$ cat config.mk
export PLATFORM = sky130hd
export DESIGN_NAME = bim_core
export DESIGN_NICKNAME = d
export VERILOG_FILES = /design/src/inc/bim_pkg.sv /design/src/inc/bim_dec_if.sv /design/src/hw/bim_decoder.sv /design/src/hw/bim_core.sv
export SDC_FILE = /design/constraint.sdc
export NUM_CORES = 1
export LEC_CHECK = 0
export ABC_AREA = 1
export BUFFER_PORTS_ARGS = -buffer_cell sky130_fd_sc_hd__buf_2
export CAP_MARGIN = 0
export CORE_ASPECT_RATIO = 1.4
export CORE_UTILIZATION = 54
export DETAILED_ROUTE_END_ITERATION = 12
export GPL_TIMING_DRIVEN = 0
export PLACE_DENSITY = 0.92
export SYNTH_ARGS = -nofsm -noshare
export SYNTH_HDL_FRONTEND = slang
export SYNTH_HIERARCHICAL = 1
export SYNTH_SLANG_ARGS = --single-unit
$ cat constraint.sdc
create_clock -name sys_clk_i -period 2.65 [get_ports sys_clk_i]
set_input_delay 0.3975 -clock sys_clk_i [delete_from_list [all_inputs] [get_ports sys_clk_i]]
set_output_delay 0.3975 -clock sys_clk_i [all_outputs]
set_load 0.005 [all_outputs]
$ cat src/inc/bim_pkg.sv
package bim_pkg;

    // ------------------------------------------------------------
    // widths
    // ------------------------------------------------------------
    localparam int INSTR_W = 14;
    localparam int PC_W    = 13;
    localparam int LIT_W   = 11;
    localparam int FADDR_W = 7;
    localparam int DATA_W  = 8;
    localparam int LATCH_W = 5;

    // ------------------------------------------------------------
    // field positions
    // ------------------------------------------------------------
    localparam int LATCH_HI_POS = 4;
    localparam int LATCH_LO_POS = 3;
    localparam int DEST_POS     = 7;

    // ------------------------------------------------------------
    // opcode fields
    // ------------------------------------------------------------
    localparam logic [2:0] JUMP_OP  = 3'h5;
    localparam logic [5:0] INCR_OP  = 6'h0a;
    localparam logic [5:0] SKIP_OP  = 6'h0f;
    localparam logic [5:0] COPY_OP  = 6'h08;
    localparam logic [6:0] STORE_OP = 7'h01;

    // ------------------------------------------------------------
    // reset values
    // ------------------------------------------------------------
    localparam logic [PC_W-1:0]   PC_RESET   = 13'h0000;
    localparam logic [DATA_W-1:0] ACC_RESET  = 8'h00;
    localparam logic              ZERO_RESET = 1'b0;

    // ------------------------------------------------------------
    // decoded operations
    // ------------------------------------------------------------
    typedef enum logic [2:0] {
        BIM_OP_NONE,
        BIM_OP_JUMP,
        BIM_OP_INCR,
        BIM_OP_SKIP,
        BIM_OP_COPY,
        BIM_OP_STORE
    } bim_op_t;

endpackage : bim_pkg

$ cat src/inc/bim_dec_if.sv
`timescale 1ns/1ps
interface bim_dec_if;
    logic [bim_pkg::INSTR_W-1:0] instr;
    bim_pkg::bim_op_t            op;
    logic                        dest;
    logic [bim_pkg::FADDR_W-1:0] faddr;
    logic [bim_pkg::LIT_W-1:0]   literal;

    modport decoder (
        input  instr,
        output op,
        output dest,
        output faddr,
        output literal
    );

    modport core (
        output instr,
        input  op,
        input  dest,
        input  faddr,
        input  literal
    );
endinterface : bim_dec_if

$ cat src/hw/bim_decoder.sv
`timescale 1ns/1ps
module bim_decoder (
    bim_dec_if.decoder dec
);

    // ------------------------------------------------------------
    // opcode match
    // ------------------------------------------------------------
    bim_pkg::bim_op_t op_c;

    always_comb begin
        op_c = bim_pkg::BIM_OP_NONE;
        if (dec.instr[13:11] == bim_pkg::JUMP_OP) begin
            op_c = bim_pkg::BIM_OP_JUMP;
        end else if (dec.instr[13:8] == bim_pkg::INCR_OP) begin
            op_c = bim_pkg::BIM_OP_INCR;
        end else if (dec.instr[13:8] == bim_pkg::SKIP_OP) begin
            op_c = bim_pkg::BIM_OP_SKIP;
        end else if (dec.instr[13:8] == bim_pkg::COPY_OP) begin  // [RQ7]
            op_c = bim_pkg::BIM_OP_COPY;
        end else if (dec.instr[13:7] == bim_pkg::STORE_OP) begin  // [RQ10]
            op_c = bim_pkg::BIM_OP_STORE;
        end
    end

    // ------------------------------------------------------------
    // operand fields
    // ------------------------------------------------------------
    assign dec.op      = op_c;
    assign dec.dest    = dec.instr[bim_pkg::DEST_POS];
    assign dec.faddr   = dec.instr[bim_pkg::FADDR_W-1:0];  // [RQ11]
    assign dec.literal = dec.instr[bim_pkg::LIT_W-1:0];    // [RQ1]

endmodule : bim_decoder

$ cat src/hw/bim_core.sv
`timescale 1ns/1ps
// Summary of operation
// [RQ1] jump loads its 11-bit literal into program counter bits 10 to 0.
// [RQ2] jump fills program counter bits 12 and 11 from latch bits 4 and 3.
// [RQ3] jump takes two cycles and leaves the zero flag alone.
// [RQ4] increment adds one, sets zero flag, writes accumulator (d=0) or register (d=1).
// [RQ5] increment-skip with zero result runs a no-operation next, two cycles, flags kept.
// [RQ6] increment-skip with nonzero result runs the next instruction normally.
// [RQ7] copy decodes from 00 1000 dfff ffff, one word, one cycle.
// [RQ8] copy writes accumulator when d=0, rewrites the same register when d=1.
// [RQ9] copy updates the zero flag from the copied value.
// [RQ10] store writes the accumulator to the register, flags kept, one cycle.
// [RQ11] register operand spans 0 to 127 within the current bank.
module bim_core (
    // clock and reset
    input  wire logic                        sys_clk_i,
    input  wire logic                        srst_i,
    // program memory
    output logic      [bim_pkg::PC_W-1:0]    pc_o,
    input  wire logic [bim_pkg::INSTR_W-1:0] instr_i,
    // upper counter latch
    input  wire logic [bim_pkg::LATCH_W-1:0] upper_counter_latch_i,
    // file register read
    output logic      [bim_pkg::FADDR_W-1:0] file_raddr_o,
    input  wire logic [bim_pkg::DATA_W-1:0]  file_rdata_i,
    // file register write
    output logic                             file_we_o,
    output logic      [bim_pkg::FADDR_W-1:0] file_waddr_o,
    output logic      [bim_pkg::DATA_W-1:0]  file_wdata_o,
    // core state
    output logic      [bim_pkg::DATA_W-1:0]  acc_o,
    output logic                             zero_o,
    output logic                             bubble_o
);

    // ------------------------------------------------------------
    // state
    // ------------------------------------------------------------
    typedef struct packed {
        logic [bim_pkg::PC_W-1:0]    pc;
        logic [bim_pkg::DATA_W-1:0]  acc;
        logic                        zero;
        logic                        bubble;
        logic                        hold;
        logic                        wr_en;
        logic [bim_pkg::FADDR_W-1:0] wr_addr;
        logic [bim_pkg::DATA_W-1:0]  wr_data;
    } bim_state_t;

    localparam bim_state_t STATE_RESET = '{
        pc:      bim_pkg::PC_RESET,
        acc:     bim_pkg::ACC_RESET,
        zero:    bim_pkg::ZERO_RESET,
        bubble:  1'b0,
        hold:    1'b0,
        wr_en:   1'b0,
        wr_addr: '0,
        wr_data: '0
    };

    bim_state_t state_reg;
    bim_state_t state_next;

    // ------------------------------------------------------------
    // decode
    // ------------------------------------------------------------
    bim_dec_if dec ();

    assign dec.instr = instr_i;

    bim_decoder u_decoder (
        .dec (dec)
    );

    // ------------------------------------------------------------
    // operand fetch
    // ------------------------------------------------------------
    logic [bim_pkg::DATA_W-1:0] operand_c;
    logic [bim_pkg::DATA_W-1:0] sum_c;
    logic                       sum_zero_c;
    logic                       fwd_hit_c;

    // the write port lags one cycle; forward it so back-to-back use of
    // the same register sees the new value
    assign fwd_hit_c  = state_reg.wr_en && (state_reg.wr_addr == dec.faddr);
    assign operand_c  = fwd_hit_c ? state_reg.wr_data : file_rdata_i;
    assign sum_c      = operand_c + 8'h01;  // [RQ4]
    assign sum_zero_c = (sum_c == 8'h00);

    logic                       copy_zero_c;

    assign copy_zero_c = (operand_c == 8'h00);  // [RQ9]

    // ------------------------------------------------------------
    // program counter
    // ------------------------------------------------------------
    logic [1:0]                 latch_hi_c;
    logic [bim_pkg::PC_W-1:0]   pc_inc_c;
    logic [bim_pkg::PC_W-1:0]   jump_target_c;

    assign latch_hi_c    = upper_counter_latch_i[bim_pkg::LATCH_HI_POS:bim_pkg::LATCH_LO_POS];  // [RQ2]
    assign jump_target_c = {latch_hi_c, dec.literal};  // [RQ1] [RQ2]
    assign pc_inc_c      = state_reg.pc + 13'h0001;

    // ------------------------------------------------------------
    // discarded slots
    // ------------------------------------------------------------
    logic                       jump_c;
    logic                       skip_taken_c;

    assign jump_c       = (dec.op == bim_pkg::BIM_OP_JUMP);  // [RQ3]
    // nonzero result: the next instruction runs as usual [RQ6]
    assign skip_taken_c = (dec.op == bim_pkg::BIM_OP_SKIP) && sum_zero_c;  // [RQ5]

    // ------------------------------------------------------------
    // result routing
    // ------------------------------------------------------------
    // one result per instruction; the destination bit picks between
    // the accumulator and the addressed register
    logic                       res_valid_c;
    logic [bim_pkg::DATA_W-1:0] res_data_c;
    logic                       res_to_file_c;

    always_comb begin
        res_valid_c   = 1'b0;
        res_data_c    = operand_c;
        res_to_file_c = dec.dest;
        case (dec.op)
            bim_pkg::BIM_OP_INCR,
            bim_pkg::BIM_OP_SKIP: begin
                res_valid_c = 1'b1;
                res_data_c  = sum_c;  // [RQ4]
            end
            bim_pkg::BIM_OP_COPY: begin
                res_valid_c = 1'b1;  // [RQ8]
            end
            bim_pkg::BIM_OP_STORE: begin
                res_valid_c   = 1'b1;
                res_data_c    = state_reg.acc;  // [RQ10]
                res_to_file_c = 1'b1;
            end
            default: begin
                res_valid_c = 1'b0;
            end
        endcase
    end

    // ------------------------------------------------------------
    // execute
    // ------------------------------------------------------------
    always_comb begin
        state_next       = state_reg;
        state_next.wr_en = 1'b0;
        state_next.pc    = pc_inc_c;

        if (state_reg.bubble) begin
            // discarded slot: nothing is executed
            state_next.bubble = 1'b0;
            state_next.hold   = 1'b0;
            if (state_reg.hold) begin
                state_next.pc = state_reg.pc;  // [RQ3]
            end
        end else begin
            if (res_valid_c && res_to_file_c) begin
                state_next.wr_en   = 1'b1;  // [RQ4] [RQ8] [RQ10]
                state_next.wr_addr = dec.faddr;  // [RQ11]
                state_next.wr_data = res_data_c;
            end else if (res_valid_c) begin
                state_next.acc = res_data_c;  // [RQ4] [RQ8]
            end
            if (jump_c) begin
                state_next.pc     = jump_target_c;  // [RQ1] [RQ2]
                state_next.bubble = 1'b1;  // [RQ3]
                state_next.hold   = 1'b1;
            end
            if (skip_taken_c) begin
                state_next.bubble = 1'b1;  // [RQ5]
                state_next.hold   = 1'b0;
            end
            case (dec.op)
                bim_pkg::BIM_OP_INCR: begin
                    state_next.zero = sum_zero_c;  // [RQ4]
                end
                bim_pkg::BIM_OP_COPY: begin
                    state_next.zero = copy_zero_c;  // [RQ9]
                end
                default: begin
                    // jump, skip, store and unknown words keep the zero flag [RQ3] [RQ5] [RQ10]
                end
            endcase
        end
    end

    // ------------------------------------------------------------
    // registers
    // ------------------------------------------------------------
    always_ff @(posedge sys_clk_i) begin
        if (srst_i) begin
            state_reg <= STATE_RESET;
        end else begin
            state_reg <= state_next;
        end
    end

    // ------------------------------------------------------------
    // outputs
    // ------------------------------------------------------------
    assign pc_o         = state_reg.pc;
    assign file_raddr_o = dec.faddr;
    assign file_we_o    = state_reg.wr_en;
    assign file_waddr_o = state_reg.wr_addr;
    assign file_wdata_o = state_reg.wr_data;
    assign acc_o        = state_reg.acc;
    assign zero_o       = state_reg.zero;
    assign bubble_o     = state_reg.bubble;

endmodule : bim_core

; ---- After elaboration in Yosys (flattened, before gate mapping)
; Cells that the tools add are included.
[word_totals]
word_cells = 53
output_inout_bits = 46
mem_count = 0
in_bits = 29
ram_bits = 0
latch_bits = 0
reg_bits = 40
mem_bits_ro = 0
[op_classes]
n_bitwise = 2
magnitude_cmp = 0
div_mod_pow = 0
eq_ne = 12
mux = 16
reduce_logical = 13
add_sub_neg = 2
mul = 0
shift = 0
[op_table]
columns = cell, n
row1 = 13-bit two-way mux, 3
row2 = "6-bit by 4-bit equality test with 1-bit output, second input constant", 3
row3 = 8-bit zero test, 2
row4 = 16-bit two-way mux, 1
row5 = 8-bit case mux with 2 select lines, 1
row6 = 3-bit two-way mux, 5
row7 = "13-bit by 1-bit adder with 13-bit output, second input constant", 1
row8 = "3-bit equality test, second input constant", 3
row9 = "8-bit by 1-bit adder with 8-bit output, second input constant", 1
row10 = 8-bit two-way mux, 1
row11 = "7-bit by 1-bit equality test with 1-bit output, second input constant", 1
row12 = 7-bit equality test, 1
row13 = "3-bit by 2-bit equality test with 1-bit output, second input constant", 2
row14 = 2-bit two-way mux, 2
row15 = 2-bit AND reduction, 2
row16 = 2-bit OR reduction, 2
row17 = 4-bit OR reduction, 1
row18 = "3-bit by 1-bit equality test with 1-bit output, second input constant", 1
row19 = 1-bit logical AND, 3
row20 = 3-bit AND reduction, 1
row21 = 3-bit OR reduction, 1
row22 = 1-bit two-way mux, 2
row23 = "2-bit != test, second input constant", 1
row24 = 1-bit inverter, 2
row25 = other kinds (2), 2

; ---- Logic depth before layout (Yosys ltp)
[logic_depth]
ltp_word = 12
mapped_depth = 20
depth_no_buf = 19

; ---- Hierarchy
; The synthesis kept the hierarchy.
[by_module_without_submodules]
columns = mod, n_inst, cells_each, area_each_um2, seq_area_each_um2
row1 = bim_core, 1, 433, 2813.9, 800.8
row2 = bim_decoder, 1, 42, 237.7, 0.0

; ---- Worst setup path before layout
; OpenSTA, ideal clock, no wires.
[synth_path]
path_kind = input to register
from = input port instr_i[4] (netlist bit)
to = register state_reg[16] (netlist bit)
n_path_buf = 2
arrival_time_ns = 2.019
setup_ns = 0.109
slack_ns = 0.522
required_ns = 2.541
stages = 19
path_cell_list = buf_4 > inv_2 > nor2_1 > nor2_1 > nand2_2 > nor2_4 > buf_6 > nand3_1 > nand2_2 > ha_1 > inv_1 > nor2_1 > nand3_1 > nand2_1 > nand3_1 > nor2_2 > nand3_2 > nand2_1 > inv_1
[synth_between]
elab_chain_len = 7
[synth_rtl]
columns = element, line
row1 = "start, declared", bim_core.sv:20  ; input wire logic [bim_pkg::INSTR_W-1:0] instr_i,
row2 = 7-bit equality test, bim_core.sv:85  ; assign fwd_hit_c = state_reg.wr_en && (state_reg.wr_addr == dec.faddr);
row3 = 1-bit logical AND, bim_core.sv:85
row4 = 8-bit two-way mux, bim_core.sv:86  ; assign operand_c = fwd_hit_c ? state_reg.wr_data : file_rdata_i;
row5 = 8-bit by 1-bit adder with 8-bit output, bim_core.sv:87  ; assign sum_c = operand_c + 8'h01;
row6 = 8-bit zero test, bim_core.sv:88  ; assign sum_zero_c = (sum_c == 8'h00);
row7 = 1-bit logical AND, bim_core.sv:113  ; assign skip_taken_c = (dec.op == bim_pkg::BIM_OP_SKIP) && sum_zero_c;
row8 = 3-bit OR reduction (no line), n/a
row9 = "end signal, assigned", bim_core.sv:201  ; state_reg <= state_next;
row10 = "end, declared", bim_core.sv:61  ; bim_state_t state_reg;
; No other way between the ends.
; A chain may end at the register's enable or synchronous reset.

; ---- Worst setup path after layout
[layout_path]
from = register state_reg (netlist bit file_waddr_o[4])
to = register state_reg[16] (netlist bit)
[layout_between]
elab_chain_len = 7
[layout_rtl]
columns = element, line
row1 = 7-bit equality test, bim_core.sv:85
row2 = 1-bit logical AND, bim_core.sv:85
row3 = 8-bit two-way mux, bim_core.sv:86
row4 = 8-bit by 1-bit adder with 8-bit output, bim_core.sv:87
row5 = 8-bit zero test, bim_core.sv:88
row6 = 1-bit logical AND, bim_core.sv:113
row7 = 3-bit OR reduction (no line), n/a
; No other way between the ends.

==> results.py <==
metrics = {
    "synth": {
        "synth.distinct_cells": 33,
        "synth_cells": 475,
        "synthAdderAreaFrac": 0.0123,
        "ys_ff_latch": 40,
        "synth.avg_cell_area_um2": 6.42,
        "synthXorXnorAreaFrac": 0.0115,
        "synth-simple-area-share": 0.266,
        "muxShareOfSynthArea": 0.00328,
        "yosys_warnings": 6,
        "synth_area_um2": 3050,
        "syn_nets": 507,
        "ys_seq_area_frac": 0.262,
        "synth_top_area_share": 0.262,
        "synth_compound_area_frac": 0.187,
        "yosysTopAreaCell": "dfxtp_1",
        "yosys-top-cells-area": "dfxtp_1 (26%), buf_4 (14%), nand2_1 (11%)",
        "synth_top_family_by_area": "simple AND/OR/NAND/NOR gates",
    },
    "timing": {
        "slew_viol_final": 0,
        "finalHoldViolations": 0,
        "tightest_slew_ns": 0.519,
        "setup_viol": 0,
        "grt_setup_unrepaired": "false",
        "slew-limit-headroom": 0.654,
        "layout_min_cycle_time_ns": 2.33,
        "clock_skew_ns": 0.00810,
        "max_freq_mhz": 429,
        "fin_ws_ns": 0.319,
        "period_share": 0.879,
        "tns_ns": 0,
    },
    "route": {
        "viasPerCell": 5.15,
        "drc": 0,
        "vias": 3167,
        "routed_wl_um": 7760,
        "wire_per_inst_um": 12.6,
        "drt_pass1_iterations": 5,
        "drt-initial-drc-count": 154,
        "antenna_left": 0,
    },
    "clock_tree": {
        "clock_latency_ns": 0.30,
        "clk_path_buf_depth": 2,
        "cts_tree": "built",
        "clock-sinks": 40,
        "ctsHoldBuffers": 0,
        "cts-htree-levels": 2,
        "postCtsSetupBuffers": 0,
        "cts_root_buffer": "clkbuf_8",
        "cts_made_buffers": 5,
        "clk_pin_slew_ns": 0.09,
        "cts_resized": 0,
    },
    "global_route": {
        "overflow": 0,
        "grt_usage": 0.275,
        "grt_max_degree": 14,
        "first_global_vias": 2990,
        "grt_pass1_wl_um": 12700,
        "antenna_found_initial": 0,
    },
    "job": {
        "drv_cap": 0,
    },
    "final_layout": {
        "n_antenna_cell": 0,
        "final_nets": 578,
        "final_cell_mix": "nand2_1 (92), inv_1 (75), buf_2 (65)",
        "largest_reg_flops": 13,
        "fill_cells": 492,
        "area_delta_synth_final_pct": 16.9,
        "final_common_cell": "nand2_1",
        "drive_above_1_share": 0.289,
    },
    "power": {
        "powerDensity_nw_per_um2": 407,
        "vdd_drop_max_mv": 0.405,
        "p_leak_nw": 1.91,
        "power_mw": 1.45,
    },
    "floorplan": {
        "die_w_um": 65.5,
        "initial_utilization": 0.556,
        "boundaryPins": 75,
        "dieArea_um2": 5960,
        "rows": 32,
        "core_region_area_um2": 5490,
        "die_y_um": 91.0,
    },
    "hold_path": {
        "hold_end": "file_waddr_o[4]$_SDFFE_PP0P_",
        "hold_depth": 3,
        "hp-start": "instr_i[4]",
        "hold_path_class": "in2reg",
    },
    "critical_path": {
        "reg2reg_to": "state_reg[16]$_SDFFE_PP0P_",
        "arrival_ns": 2.53,
        "end_kind": "flop",
        "start_kind": "flop",
        "reg2reg_depth": 17,
        "worstPathRequired_ns": 2.85,
        "worstSetupPathType": "reg2reg",
        "crit_fanout": 10,
        "r2r-start": "file_waddr_o[4]$_SDFFE_PP0P_",
        "rrSetupSlack_ns": 0.32,
    },
    "placed_design": {
        "gp_congestion": 0.920,
        "dp_hpwl_um": 6070,
        "place_worst_setup_slack_ns": 0.0165,
        "portBuffers": 64,
    },
    "status": {
        "outcome": "complete, no violations",
    },
}
-- synthesized netlist by cell type --
cell      count
nand2_1      92
o21bai_1      5
o21ai_1      11
o211ai_1      8
a21o_1        1
nor4_1        2
mux2i_1       1
o21ai_0      25
nand2_2      10
buf_4        55
nand3_1      36
or2_2         3
buf_6         3
nor3_1        1
xor2_1        4
nor2_1       27
ha_1          3
a211oi_1      4
dfxtp_1      40
buf_2         1
clkbuf_1      9
nor2_4        3
a21oi_1      31
nand4_1       2
nand3_2       2
o22ai_1       4
a21oi_2       1
nor2_2        3
inv_2         5
inv_1        75
o31ai_1       2
a221oi_1      2
o221ai_1      4
-- report_power, final --
part / internal, mW / switching, mW
Clock: 0.279 / 0.235
Sequential: 0.627 / 0.0258
Combinational: 0.134 / 0.150
-- per-layer routing --
layer,global-route usage,up-vias,wire length [um]
met5,0,-,0
met4,0.105,0,125
met3,0.0452,12,444
met2,0.541,107,4360
met1,0.273,1437,2830
li1,-,1611,-
-- per-stage QoR --
stage | utilization | cells | instance area, um^2 | hold slack [ns]
after floorplan | - | 475 | 3050 | 0.449
after global placement | 0.630 | 607 | 3460 | 0.458
after detailed placement | 0.630 | 607 | 3460 | 0.478
after CTS | 0.651 | 615 | 3570 | 0.360
after global routing | 0.651 | 615 | 3570 | 0.368
final | 0.651 | 615 | 3570 | 0.368
-- final cells by class --
cell class | count | area [um^2] | area share
buffer | 68 | 485 | 0.136
clock buffer | 5 | 68.8 | 0.0193
timing repair buffer | 64 | 320 | 0.0898
clock inverter | 3 | 42.5 | 0.0119
multi-input combinational | 287 | 1470 | 0.411
tap | 68 | 85.1 | 0.0238
inverter | 80 | 300 | 0.0842
sequential | 40 | 801 | 0.224
-- critical path, cell delays in order (launching register included) --
cell	delay (ns)
dfxtp_1	0.38
nor2_1	0.06
nor2_1	0.19
nand2_2	0.11
nor2_4	0.13
buf_6	0.16
nand3_1	0.10
nand2_2	0.11
ha_1	0.22
inv_1	0.07
nor2_1	0.10
nand3_1	0.09
nand2_1	0.08
nand3_1	0.09
nor2_2	0.14
nand3_2	0.10
nand2_1	0.07
inv_1	0.03
-- worst max path at each step --
stage / from / end
final: file_waddr_o[4]$_SDFFE_PP0P_ / state_reg[16]$_SDFFE_PP0P_
after global routing: instr_i[12] / file_waddr_o[6]$_SDFFE_PP0P_
after CTS: instr_i[13] / file_waddr_o[0]$_SDFFE_PP0P_
after global placement: instr_i[13] / file_wdata_o[4]$_SDFFE_PP0P_
after floorplan: instr_i[4] / state_reg[16]$_SDFFE_PP0P_
after detailed placement: instr_i[13] / file_waddr_o[0]$_SDFFE_PP0P_
-- kinds of logic after synthesis --
family,count (synthesis)
buffers and inverters,148
AOI/OAI and AO/OA,98
DFF,40
muxes,1
xor gates and xnor gates,4
adders and majority gates,3
and+or+nand+nor,181
(Power assumes the default switching activity.)
